<file path="src/verilog/sbrc_pkg.sv">
// package: constants and carriers for the soft reset / brown-out control block
package sbrc_pkg;
    // ahb register byte addresses
    localparam logic [7:0] ADDR_AUX_IE = 8'he8;
    localparam logic [7:0] ADDR_FLASH_CFG = 8'hec;
    localparam logic [7:0] ADDR_WDT_CTRL = 8'hf0;
    localparam logic [7:0] ADDR_IRQ_STAT = 8'hf4;
    localparam logic [7:0] ADDR_IRQ_MASK = 8'hf8;
    localparam logic [7:0] ADDR_STATUS = 8'hfc;
    // field positions
    localparam int BIT_BO_IE = 3;
    localparam int BIT_SWR = 1;
    localparam int BIT_WDT_FLAG = 2;
    localparam int EV_SWR = 0;
    localparam int EV_BO_RST = 1;
    localparam int EV_BO_IRQ = 2;
    // reset values
    localparam logic [7:0] RST_AUX_IE = 8'h00;
    localparam logic [7:0] RST_FLASH_CFG = 8'h00;
    localparam logic [7:0] RST_WDT_CTRL = 8'h00;
    localparam logic [2:0] RST_IRQ_MASK = 3'h0;
    // vectors
    localparam logic [15:0] VEC_RESET = 16'h0000;
    localparam logic [15:0] VEC_BROWNOUT = 16'h004b;
    // timing: filter length in oscillator periods, reset pulse width less one (core_rst stays high RST_PULSE_CYC + 1 cycles)
    localparam logic [2:0] BO_FILTER_CYC = 3'h4;
    localparam logic [1:0] RST_PULSE_CYC = 2'h2;
    localparam logic [1:0] HTRANS_NONSEQ = 2'h2;

    typedef struct packed {
        logic        sel;
        logic        write;
        logic [7:0]  addr;
    } sbrc_aphase_s;

    typedef struct packed {
        logic        core_rst;
        logic        pc_load;
        logic [15:0] pc_value;
    } sbrc_ctl_s;

    typedef enum logic [1:0] {
        SBRC_RUN = 2'b00,
        SBRC_RST = 2'b01,
        SBRC_BO_HOLD = 2'b10
    } sbrc_state_e;
endpackage

</file>
<file path="src/verilog/sbrc_bo_filter.sv">
// module: brown-out detector glitch filter
`timescale 1ns/1ps
`default_nettype none
module sbrc_bo_filter (
    input wire logic hclk,
    input wire logic hresetn,
    input wire logic ce,
    input wire logic bo_raw,
    output logic bo_valid
);
    logic sync1_r, sync2_r;
    logic [2:0] cnt_r, cnt_nxt;

    // two-stage sync; the first stage feeds only the second
    always_ff @(posedge hclk or negedge hresetn) begin
        if (!hresetn) begin
            sync1_r <= 1'b0;
            sync2_r <= 1'b0;
        end else if (ce) begin
            sync1_r <= bo_raw;
            sync2_r <= sync1_r;
        end
    end

    always_comb begin
        cnt_nxt = cnt_r;
        if (!sync2_r) begin
            cnt_nxt = 3'h0;
        end else if (cnt_r != sbrc_pkg::BO_FILTER_CYC) begin
            cnt_nxt = cnt_r + 3'h1;
        end
    end

    always_ff @(posedge hclk or negedge hresetn) begin
        if (!hresetn) begin
            cnt_r <= 3'h0;
        end else if (ce) begin
            cnt_r <= cnt_nxt;
        end
    end

    // valid only after four consecutive asserted samples
    assign bo_valid = (cnt_r == sbrc_pkg::BO_FILTER_CYC);

    AST_BO_FILTER: assert property (@(posedge hclk) disable iff (!hresetn)
        $rose(bo_valid) |-> $past(sync2_r, 4) && $past(sync2_r, 1))
        else $error("brown-out accepted before four periods");
endmodule
`default_nettype wire

</file>
<file path="src/verilog/sbrc_top.sv">
// module: software reset and brown-out control with ahb-lite registers
// Functional notes
// - soft reset on trigger bit rising 0 to 1
// - soft reset loads program counter with 0000H
// - soft reset restores registers to reset values
// - trigger bit, watchdog flag, ram kept
// - enabled brown-out flags interrupt; core keeps running
// - default brown-out response is processor reset
// - brown-out needs four consecutive asserted periods
// - enable is bit 3 at E8H
// - enabled brown-out vectors to 004BH
// - enable cleared during brown-out gives reset
// - disabled brown-out resets to 0000H
`timescale 1ns/1ps
`default_nettype none
module sbrc_top (
    input wire logic hclk,
    input wire logic hresetn,
    input wire logic ce,
    input wire logic hsel,
    input wire logic [31:0] haddr,
    input wire logic [1:0] htrans,
    input wire logic hwrite,
    input wire logic [2:0] hsize,
    input wire logic [31:0] hwdata,
    input wire logic hready,
    output logic hreadyout,
    output logic hresp,
    output logic [31:0] hrdata,
    input wire logic bo_detect,
    input wire logic wdt_reset_event,
    output logic core_rst,
    output logic pc_load,
    output logic [15:0] pc_value,
    output logic bo_irq_req,
    output logic [15:0] bo_irq_vector,
    output logic irq
);
    // ----------------------------------------------------------------
    // registers
    // ----------------------------------------------------------------
    sbrc_pkg::sbrc_aphase_s aph_r, aph_nxt;
    sbrc_pkg::sbrc_state_e st_r, st_nxt;
    sbrc_pkg::sbrc_ctl_s ctl_r, ctl_nxt;
    logic [7:0] aux_ie_r, aux_ie_nxt;
    logic [7:0] flash_cfg_r, flash_cfg_nxt;
    logic [7:0] wdt_ctrl_r, wdt_ctrl_nxt;
    logic [2:0] stat_r, stat_nxt;
    logic [2:0] mask_r, mask_nxt;
    logic [31:0] rdata_r, rdata_nxt;
    logic [1:0] pulse_r, pulse_nxt;
    logic swr_req_r, swr_req_nxt;
    logic bo_irq_r, bo_irq_nxt;
    logic bo_valid;
    logic wr_en, rd_en, swr_rise, bo_ie, soft_rst, bo_rst;
    logic [2:0] ev;

    sbrc_bo_filter u_filter (
        .hclk(hclk),
        .hresetn(hresetn),
        .ce(ce),
        .bo_raw(bo_detect),
        .bo_valid(bo_valid)
    );

    function automatic logic [31:0] zext8(input logic [7:0] v);
        zext8 = {24'h000000, v};
    endfunction

    // ----------------------------------------------------------------
    // bus decode: zero wait states, always okay
    // ----------------------------------------------------------------
    assign hreadyout = 1'b1;
    assign hresp = 1'b0;
    assign hrdata = rdata_r;
    assign wr_en = aph_r.sel && aph_r.write;
    assign rd_en = hsel && hready && htrans == sbrc_pkg::HTRANS_NONSEQ && !hwrite;
    assign bo_ie = aux_ie_r[sbrc_pkg::BIT_BO_IE];
    assign swr_rise = wr_en && aph_r.addr == sbrc_pkg::ADDR_FLASH_CFG
        && hwdata[sbrc_pkg::BIT_SWR] && !flash_cfg_r[sbrc_pkg::BIT_SWR];
    // brown-out resets when the enable is off, including when cleared mid-event
    assign bo_rst = bo_valid && !bo_ie;
    assign soft_rst = st_r == sbrc_pkg::SBRC_RST && !swr_req_r ? 1'b0 : (st_r == sbrc_pkg::SBRC_RST);
    assign ev = {bo_valid && bo_ie && !bo_irq_r, bo_rst && st_r == sbrc_pkg::SBRC_RUN,
        swr_rise};

    always_comb begin
        aph_nxt = aph_r;
        rdata_nxt = rdata_r;
        if (hready) begin
            aph_nxt.sel = hsel && htrans == sbrc_pkg::HTRANS_NONSEQ;
            aph_nxt.write = hwrite;
            aph_nxt.addr = haddr[7:0];
        end
        if (rd_en) begin
            case (haddr[7:0])
                sbrc_pkg::ADDR_AUX_IE: rdata_nxt = zext8(aux_ie_r);
                sbrc_pkg::ADDR_FLASH_CFG: rdata_nxt = zext8(flash_cfg_r);
                sbrc_pkg::ADDR_WDT_CTRL: rdata_nxt = zext8(wdt_ctrl_r);
                sbrc_pkg::ADDR_IRQ_STAT: rdata_nxt = {29'h0, stat_r};
                sbrc_pkg::ADDR_IRQ_MASK: rdata_nxt = {29'h0, mask_r};
                sbrc_pkg::ADDR_STATUS: rdata_nxt = {28'h0, bo_irq_r, bo_valid, st_r};
                default: rdata_nxt = 32'h0;
            endcase
        end
    end

    // ----------------------------------------------------------------
    // register file and interrupt status
    // ----------------------------------------------------------------
    always_comb begin
        aux_ie_nxt = aux_ie_r;
        flash_cfg_nxt = flash_cfg_r;
        wdt_ctrl_nxt = wdt_ctrl_r;
        mask_nxt = mask_r;
        stat_nxt = stat_r;
        if (wr_en) begin
            case (aph_r.addr)
                sbrc_pkg::ADDR_AUX_IE: aux_ie_nxt = hwdata[7:0];
                sbrc_pkg::ADDR_FLASH_CFG: flash_cfg_nxt = hwdata[7:0];
                sbrc_pkg::ADDR_WDT_CTRL: wdt_ctrl_nxt = hwdata[7:0];
                sbrc_pkg::ADDR_IRQ_MASK: mask_nxt = hwdata[2:0];
                default: ;
            endcase
        end
        if (rd_en && haddr[7:0] == sbrc_pkg::ADDR_IRQ_STAT) begin
            stat_nxt = 3'h0;
        end
        stat_nxt = stat_nxt | ev; // set wins over read-clear
        if (wdt_reset_event) begin
            wdt_ctrl_nxt[sbrc_pkg::BIT_WDT_FLAG] = 1'b1;
        end
        // soft reset: restore registers except trigger bit, watchdog flag and interrupt status
        if (soft_rst) begin
            aux_ie_nxt = sbrc_pkg::RST_AUX_IE;
            flash_cfg_nxt = sbrc_pkg::RST_FLASH_CFG;
            flash_cfg_nxt[sbrc_pkg::BIT_SWR] = flash_cfg_r[sbrc_pkg::BIT_SWR];
            wdt_ctrl_nxt = sbrc_pkg::RST_WDT_CTRL;
            wdt_ctrl_nxt[sbrc_pkg::BIT_WDT_FLAG] = wdt_ctrl_r[sbrc_pkg::BIT_WDT_FLAG] | wdt_reset_event;
            mask_nxt = sbrc_pkg::RST_IRQ_MASK;
        end
    end

    always_ff @(posedge hclk or negedge hresetn) begin
        if (!hresetn) begin
            aph_r <= '0;
            rdata_r <= 32'h0;
            aux_ie_r <= sbrc_pkg::RST_AUX_IE;
            flash_cfg_r <= sbrc_pkg::RST_FLASH_CFG;
            wdt_ctrl_r <= sbrc_pkg::RST_WDT_CTRL;
            stat_r <= 3'h0;
            mask_r <= sbrc_pkg::RST_IRQ_MASK;
        end else if (ce) begin
            aph_r <= aph_nxt;
            rdata_r <= rdata_nxt;
            aux_ie_r <= aux_ie_nxt;
            flash_cfg_r <= flash_cfg_nxt;
            wdt_ctrl_r <= wdt_ctrl_nxt;
            stat_r <= stat_nxt;
            mask_r <= mask_nxt;
        end
    end

    assign irq = |(stat_r & mask_r);

    // ----------------------------------------------------------------
    // reset sequencer
    // ----------------------------------------------------------------
    always_comb begin
        st_nxt = st_r;
        ctl_nxt = ctl_r;
        pulse_nxt = pulse_r;
        swr_req_nxt = swr_req_r;
        bo_irq_nxt = bo_irq_r;
        ctl_nxt.pc_load = 1'b0;
        // interrupt raised while running; core not held in reset
        if (bo_valid && bo_ie) begin
            bo_irq_nxt = 1'b1;
        end else if (!bo_valid) begin
            bo_irq_nxt = 1'b0;
        end
        case (st_r)
            sbrc_pkg::SBRC_RUN: begin
                // requests come from registered state and the hwdata input, hence synchronous
                if (swr_rise || bo_rst) begin
                    st_nxt = sbrc_pkg::SBRC_RST;
                    swr_req_nxt = swr_rise && !bo_rst;
                    ctl_nxt.core_rst = 1'b1;
                    pulse_nxt = sbrc_pkg::RST_PULSE_CYC;
                end
            end
            sbrc_pkg::SBRC_RST: begin
                swr_req_nxt = 1'b0;
                if (pulse_r != 2'h0) begin
                    pulse_nxt = pulse_r - 2'h1;
                end else if (bo_rst) begin
                    st_nxt = sbrc_pkg::SBRC_BO_HOLD;
                end else begin
                    st_nxt = sbrc_pkg::SBRC_RUN;
                    ctl_nxt.core_rst = 1'b0;
                    ctl_nxt.pc_load = 1'b1;
                    ctl_nxt.pc_value = sbrc_pkg::VEC_RESET;
                end
            end
            sbrc_pkg::SBRC_BO_HOLD: begin
                // hold until supply recovers, then restart at zero
                if (!bo_valid) begin
                    st_nxt = sbrc_pkg::SBRC_RUN;
                    ctl_nxt.core_rst = 1'b0;
                    ctl_nxt.pc_load = 1'b1;
                    ctl_nxt.pc_value = sbrc_pkg::VEC_RESET;
                end
            end
            default: begin
                st_nxt = sbrc_pkg::SBRC_RUN;
                ctl_nxt.core_rst = 1'b0;
            end
        endcase
    end

    always_ff @(posedge hclk or negedge hresetn) begin
        if (!hresetn) begin
            st_r <= sbrc_pkg::SBRC_RUN;
            ctl_r <= '0;
            pulse_r <= 2'h0;
            swr_req_r <= 1'b0;
            bo_irq_r <= 1'b0;
        end else if (ce) begin
            st_r <= st_nxt;
            ctl_r <= ctl_nxt;
            pulse_r <= pulse_nxt;
            swr_req_r <= swr_req_nxt;
            bo_irq_r <= bo_irq_nxt;
        end
    end

    assign core_rst = ctl_r.core_rst;
    assign pc_load = ctl_r.pc_load;
    assign pc_value = ctl_r.pc_value;
    assign bo_irq_req = bo_irq_r;
    assign bo_irq_vector = sbrc_pkg::VEC_BROWNOUT;

    // ----------------------------------------------------------------
    // checks
    // ----------------------------------------------------------------
    AST_SWR_START: assert property (@(posedge hclk) disable iff (!hresetn)
        ce && swr_rise && st_r == sbrc_pkg::SBRC_RUN |=> core_rst)
        else $error("soft reset trigger did not start reset");
    AST_PC_ZERO: assert property (@(posedge hclk) disable iff (!hresetn)
        pc_load |-> pc_value == 16'h0000 && $past(core_rst))
        else $error("restart vector not zero");
    AST_RST_WIDTH: assert property (@(posedge hclk) disable iff (!hresetn)
        ce && $rose(core_rst) |-> core_rst ##1 core_rst)
        else $error("reset pulse too short");
    AST_KEEP_SWR: assert property (@(posedge hclk) disable iff (!hresetn)
        ce && soft_rst && !wr_en |=> flash_cfg_r[1] == $past(flash_cfg_r[1]))
        else $error("trigger bit altered by soft reset");
    AST_SFR_RESTORE: assert property (@(posedge hclk) disable iff (!hresetn)
        ce && soft_rst |=> aux_ie_r == 8'h00 && mask_r == 3'h0)
        else $error("registers not restored by soft reset");
    AST_BO_IRQ_RUN: assert property (@(posedge hclk) disable iff (!hresetn)
        ce && bo_valid && bo_ie && st_r == sbrc_pkg::SBRC_RUN && !swr_rise |=> bo_irq_req && !core_rst)
        else $error("enabled brown-out did not raise interrupt");
    AST_BO_RESET: assert property (@(posedge hclk) disable iff (!hresetn)
        ce && bo_valid && !bo_ie && st_r == sbrc_pkg::SBRC_RUN |=> core_rst)
        else $error("brown-out did not reset core");
    AST_EN_CLEAR: assert property (@(posedge hclk) disable iff (!hresetn)
        ce && bo_valid && $fell(bo_ie) && st_r == sbrc_pkg::SBRC_RUN |=> core_rst)
        else $error("clearing enable during brown-out did not reset");
    AST_VECTOR: assert property (@(posedge hclk) disable iff (!hresetn)
        bo_irq_req |-> bo_irq_vector == 16'h004b)
        else $error("brown-out vector wrong");
    AST_IE_BIT: assert property (@(posedge hclk) disable iff (!hresetn)
        ce && wr_en && aph_r.addr == 8'he8 && !soft_rst |=> bo_ie == $past(hwdata[3]))
        else $error("enable not at bit 3");
    AST_BO_RESTART: assert property (@(posedge hclk) disable iff (!hresetn)
        ce && st_r == sbrc_pkg::SBRC_BO_HOLD && !bo_valid |=> pc_load && !core_rst)
        else $error("no restart after brown-out");

    // ----------------------------------------------------------------
    // checks: sticky status, pulse shape, held states
    // ----------------------------------------------------------------
    AST_STAT_SET: assert property (@(posedge hclk) disable iff (!hresetn)
        ce && ev[sbrc_pkg::EV_BO_IRQ] |=> stat_r[sbrc_pkg::EV_BO_IRQ])
        else $error("brown-out interrupt event lost");
    AST_WDT_KEEP: assert property (@(posedge hclk) disable iff (!hresetn)
        ce && soft_rst |=> wdt_ctrl_r[sbrc_pkg::BIT_WDT_FLAG]
            == ($past(wdt_ctrl_r[sbrc_pkg::BIT_WDT_FLAG]) | $past(wdt_reset_event)))
        else $error("watchdog flag altered by soft reset");
    AST_PC_PULSE: assert property (@(posedge hclk) disable iff (!hresetn)
        ce && pc_load |=> !pc_load)
        else $error("pc load longer than one cycle");
    AST_RUN_QUIET: assert property (@(posedge hclk) disable iff (!hresetn)
        ce && st_r == sbrc_pkg::SBRC_RUN && !swr_rise && !bo_rst |=> !core_rst)
        else $error("core reset without a request");
    AST_HOLD_KEEP: assert property (@(posedge hclk) disable iff (!hresetn)
        ce && st_r == sbrc_pkg::SBRC_BO_HOLD && bo_valid |=> core_rst && !pc_load)
        else $error("core released during brown-out");
    AST_SWR_ONE_OVER_ONE: assert property (@(posedge hclk) disable iff (!hresetn)
        ce && wr_en && aph_r.addr == sbrc_pkg::ADDR_FLASH_CFG && flash_cfg_r[sbrc_pkg::BIT_SWR]
            && st_r == sbrc_pkg::SBRC_RUN && !bo_rst |=> !core_rst)
        else $error("soft reset without a change from zero");
endmodule
`default_nettype wire
</file>
<file path="config.mk">
export PLATFORM = sky130hd
export DESIGN_NAME = sbrc_top
export DESIGN_NICKNAME = d
export VERILOG_FILES = /design/src/verilog/sbrc_pkg.sv /design/src/verilog/sbrc_bo_filter.sv /design/src/verilog/sbrc_top.sv
export SDC_FILE = /design/constraint.sdc
export NUM_CORES = 1
export LEC_CHECK = 0
export ABC_CLOCK_PERIOD_IN_PS = 2800
export BUFFER_PORTS_ARGS = -buffer_cell sky130_fd_sc_hd__buf_2
export CAP_MARGIN = 10
export CORE_ASPECT_RATIO = 0.7
export CORE_MARGIN = 1.5
export CORE_UTILIZATION = 53
export CTS_CLUSTER_DIAMETER = 30
export DETAILED_ROUTE_END_ITERATION = 12
export PLACE_DENSITY = 0.85
export SLEW_MARGIN = 20
export SYNTH_ARGS = -nofsm -noshare
export SYNTH_HDL_FRONTEND = slang
export SYNTH_SLANG_ARGS = --single-unit
</file>
<file path="constraint.sdc">
create_clock -name hclk -period 2.8 [get_ports hclk]
set_input_delay 0.56 -clock hclk [delete_from_list [all_inputs] [get_ports hclk]]
set_output_delay 0.56 -clock hclk [all_outputs]
set_load 0.02 [all_outputs]
</file>
==> results.md <==
- Detailed router's first-iteration violation count: 192
- Detailed-route via count: 2506
- Multi-input logic area: 1750 um2
- Number of endpoints failing setup at the final stage: 0
- Clk pin slew, worst setup/hold paths: 0.06 ns
- Number of port buffers: 37
- Crit path DAT: 2.56 ns
- Pre-CTS WS: 0.508 ns
- Final GP Congestion: 0.799
- Post-synthesis cell type count: 55
- LEAKAGE: ~0.0019 uW
- Critical path start-end classification: flop to flop
- Antenna-violating nets left: 0
- Ordered list of cells on the worst path: inv_1, ha_1, and2_1, nand2_1, a21boi_0, mux2_2
- Crit. End Element: flop
- Hold slack final: 0.378 ns
- Setup fix buffers added after clock tree synthesis: 0
- Worst Max-Slew Pin Slew: about 0.78 ns
- Mapped Area: 3600 um2
- Setup repair after global routing missed its margin: no
- Launching point of the worst reg2reg path: st_r[1]$_DFFE_PN0P_
- Synth-to-layout area growth: 6.60%
- Total routing resource utilization after global routing: 21.2%
- Maximum number of pins on one net before global-route repair: 62
- Buffer cell driving the clock tree root: sky130_fd_sc_hd__clkbuf_8
- Internal reg-to-reg setup slack: 0.46 ns
- Primary FF master, synth: sky130_fd_sc_hd__dfrtp_1
- Initial antenna violation count: 0
- Clock tree from TritonCTS: done
- Share of cells above drive strength 1: 26.5%
- DR WL/cell: 15.9 um
- Required time reported for the critical path endpoint: 3.02 ns
- Slew headroom: 48.2%
- Final hold viol count: 0
- Max-capacitance violation count: 0
- Wire length reported by the detailed router: ~7.5 mm
- Synth Area per Inst: 10.8 um2
- Number of nets in the layout: between 400 and 500
- Top area cells in the synthesized netlist: sky130_fd_sc_hd__dfrtp_1 42%, sky130_fd_sc_hd__buf_4 12%, sky130_fd_sc_hd__mux2_2 9.1%
- Worst path setup slack after routing: 0.461 ns
- Number of register bits inferred by synthesis: slightly above 60
- Worst hold path class: input pin to async pin
- Post-DP HPWL: 5.43 mm
- Power Dens Cells: between 600 and 700 nW/um2
- Run status: completed
- Post-synthesis instance total: between 300 and 400
- Crit Reg-Reg Endpoint: mask_r[0]$_DFFE_PN0P_
- Final critical-path required period: 2.34 ns
- Non-Filler Cell Area, Final: 3840 um2
- H-Tree Level Count: 3
- Pre-Repair DR Iteration Count: 4
- Avg Vias per Cell: ~5.3
- Initial core utilization: 56.3%
- Slowest cell delay on critical path: 0.57 ns
- Die outline height: ~72 um
- Final routed DRC violation total: 0
- Dpl cell area: 3660 um2
- Warnings, synthesis: 0
- Most common cell after layout, fill and taps aside: sky130_fd_sc_hd__dfrtp_1
- Hold_buf cts: 0
- Clock net sink count: 61
- Die W: 102 um
- Clock tree buffer depth: 2
- Fill count: about 550
- Register area: 1530 um2
- Antenna cells: 0
- Share of the cycle needed by the critical path after routing: 83.5%
- Clk_lat worst skew: 0.34 ns
- Total core area: 6400 um2
- Cells on worst reg2reg path: 6
- Worst-case clock skew: 0.00697 ns
- Row cnt: 24
- Final total negative setup slack: 0 ns
- Global-route wire length before repair: 11.6 mm
- Global route total overflow: 0
- Overall power of the completed layout: 2390 uW
- Achievable clock frequency: 428 MHz
- Peak supply drop: 0.367 mV
- Dominant cell type by area after synthesis: sky130_fd_sc_hd__dfrtp_1
- Total CTS buffers: 9
- Share of flip-flops with an asynchronous set or reset: 100%
- Slowest stage cell, crit path: sky130_fd_sc_hd__a21boi_0
- Number of global-route vias before repair: 2246
- Post-synthesis sequential area ratio: 42.4%
- Number of instances resized during post-cts repair: 0
- Number of synthesized flops with an enable pin: 0
- Kind of start point of the critical path: flop
- Worst Setup SP: st_r[1]$_DFFE_PN0P_
- Max-slew violation count: 0
- Number of primary I/O pins: about 150
- Commonest cells after routing, fill and taps aside: 61 x sky130_fd_sc_hd__dfrtp_1, 58 x sky130_fd_sc_hd__conb_1, 37 x sky130_fd_sc_hd__buf_2
- Peak fanout along the critical path: 11
- Die footprint: roughly 7300 um2
- Share of Yosys cell area claimed by the top area cell type: a little over two fifths
==> stage by stage <==
stage	util (%)	cells
finish	60.0	469
global route	60.0	469
CTS	60.0	469
detailed placement	57.3	454
global placement	57.3	454
floorplan	-	390
==> registers in the layout, indices dropped and copies added (netlist names) <==
signal            flops
aph_r                10
aux_ie_r              8
bo_irq_req            1
core_rst              1
flash_cfg_r           8
hrdata                8
mask_r                3
pc_load               1
pulse_r               2
st_r                  2
stat_r                3
swr_req_r             1
u_filter.cnt_r        3
u_filter.sync1_r      1
u_filter.sync2_r      1
wdt_ctrl_r            8
==> final cells by class <==
cell class	count	area share, %
Clock buffer	14	4.50
Clock inverter	1	0.130
Inverter	12	1.17
Multi-Input combinational cell	247	45.5
Sequential cell	61	39.8
Tap cell	91	2.97
Timing Repair Buffer	43	6.00
==> cells in the mapped netlist, drive strengths merged, types with 2 or more instances <==
library cell and instances:
and3 5, a21boi 2, nor2 7, mux2i 6, or3 4, inv 12, conb 2, and2 11
a222oi 2, nand2 21, a21oi 9, and3b 3, o2bb2ai 2, clkbuf 7, nor3 4, a211o 2
nand2b 4, nand3 5, ha 6, mux2 37, nand4 4, a22o 10, nor2b 3, a22oi 5
dfrtp 61, buf 63, o21ai 12, o31ai 3, o221a 2, and4 2, nand3b 3
==> critical path: cells and delay by family (launching register included) <==
kind	cells	cell delay [ns]
compound gates	1	0.57
fa+ha+maj	1	0.33
buf+inv	1	0.10
flops	1	0.41
mux	1	0.41
simple gates	2	0.39
==> worst max-delay path by stage <==
stage | endpoint | depth (start not counted)
final | mask_r[0]$_DFFE_PN0P_ | 6
after floorplan | stat_r[0]$_DFFE_PN0P_ | 5
after global placement | mask_r[1]$_DFFE_PN0P_ | 6
after CTS | mask_r[0]$_DFFE_PN0P_ | 6
after detailed placement | mask_r[0]$_DFFE_PN0P_ | 6
after global routing | mask_r[0]$_DFFE_PN0P_ | 6
==> power by group <==
group | total (uW) | switching (uW) | internal (uW)
combinational | 567 | 329 | 239
sequential | 1120 | 110 | 1010
clock | 705 | 317 | 388
total | 2390 | 755 | 1630
==> kinds of logic (layout without fill, tap and decap cells) <==
family / after synthesis / in the layout / synth area share [%]
multiplexers: 43 / 43 / 14.0
adder cells (fa/ha/maj): 6 / 6 / 2.08
other: 2 / 58 / 0.208
buffers and inverters: 82 / 70 / 15.0
AO/OA/AOI/OAI: 61 / 61 / 13.4
AND/OR/NAND/NOR: 79 / 79 / 13.0
flip-flops: 61 / 61 / 42.4
==> routing by layer <==
metal | vias up | GRT usage, % | wire [um]
met2 | 92 | 28.8 | 3260
met5 | - | 0 | 0
li1 | 1161 | - | -
met1 | 1243 | 32.7 | 3500
met3 | 10 | 5.01 | 594
met4 | 0 | 7.72 | 116
No activity file was read; power rests on OpenSTA's default activity.
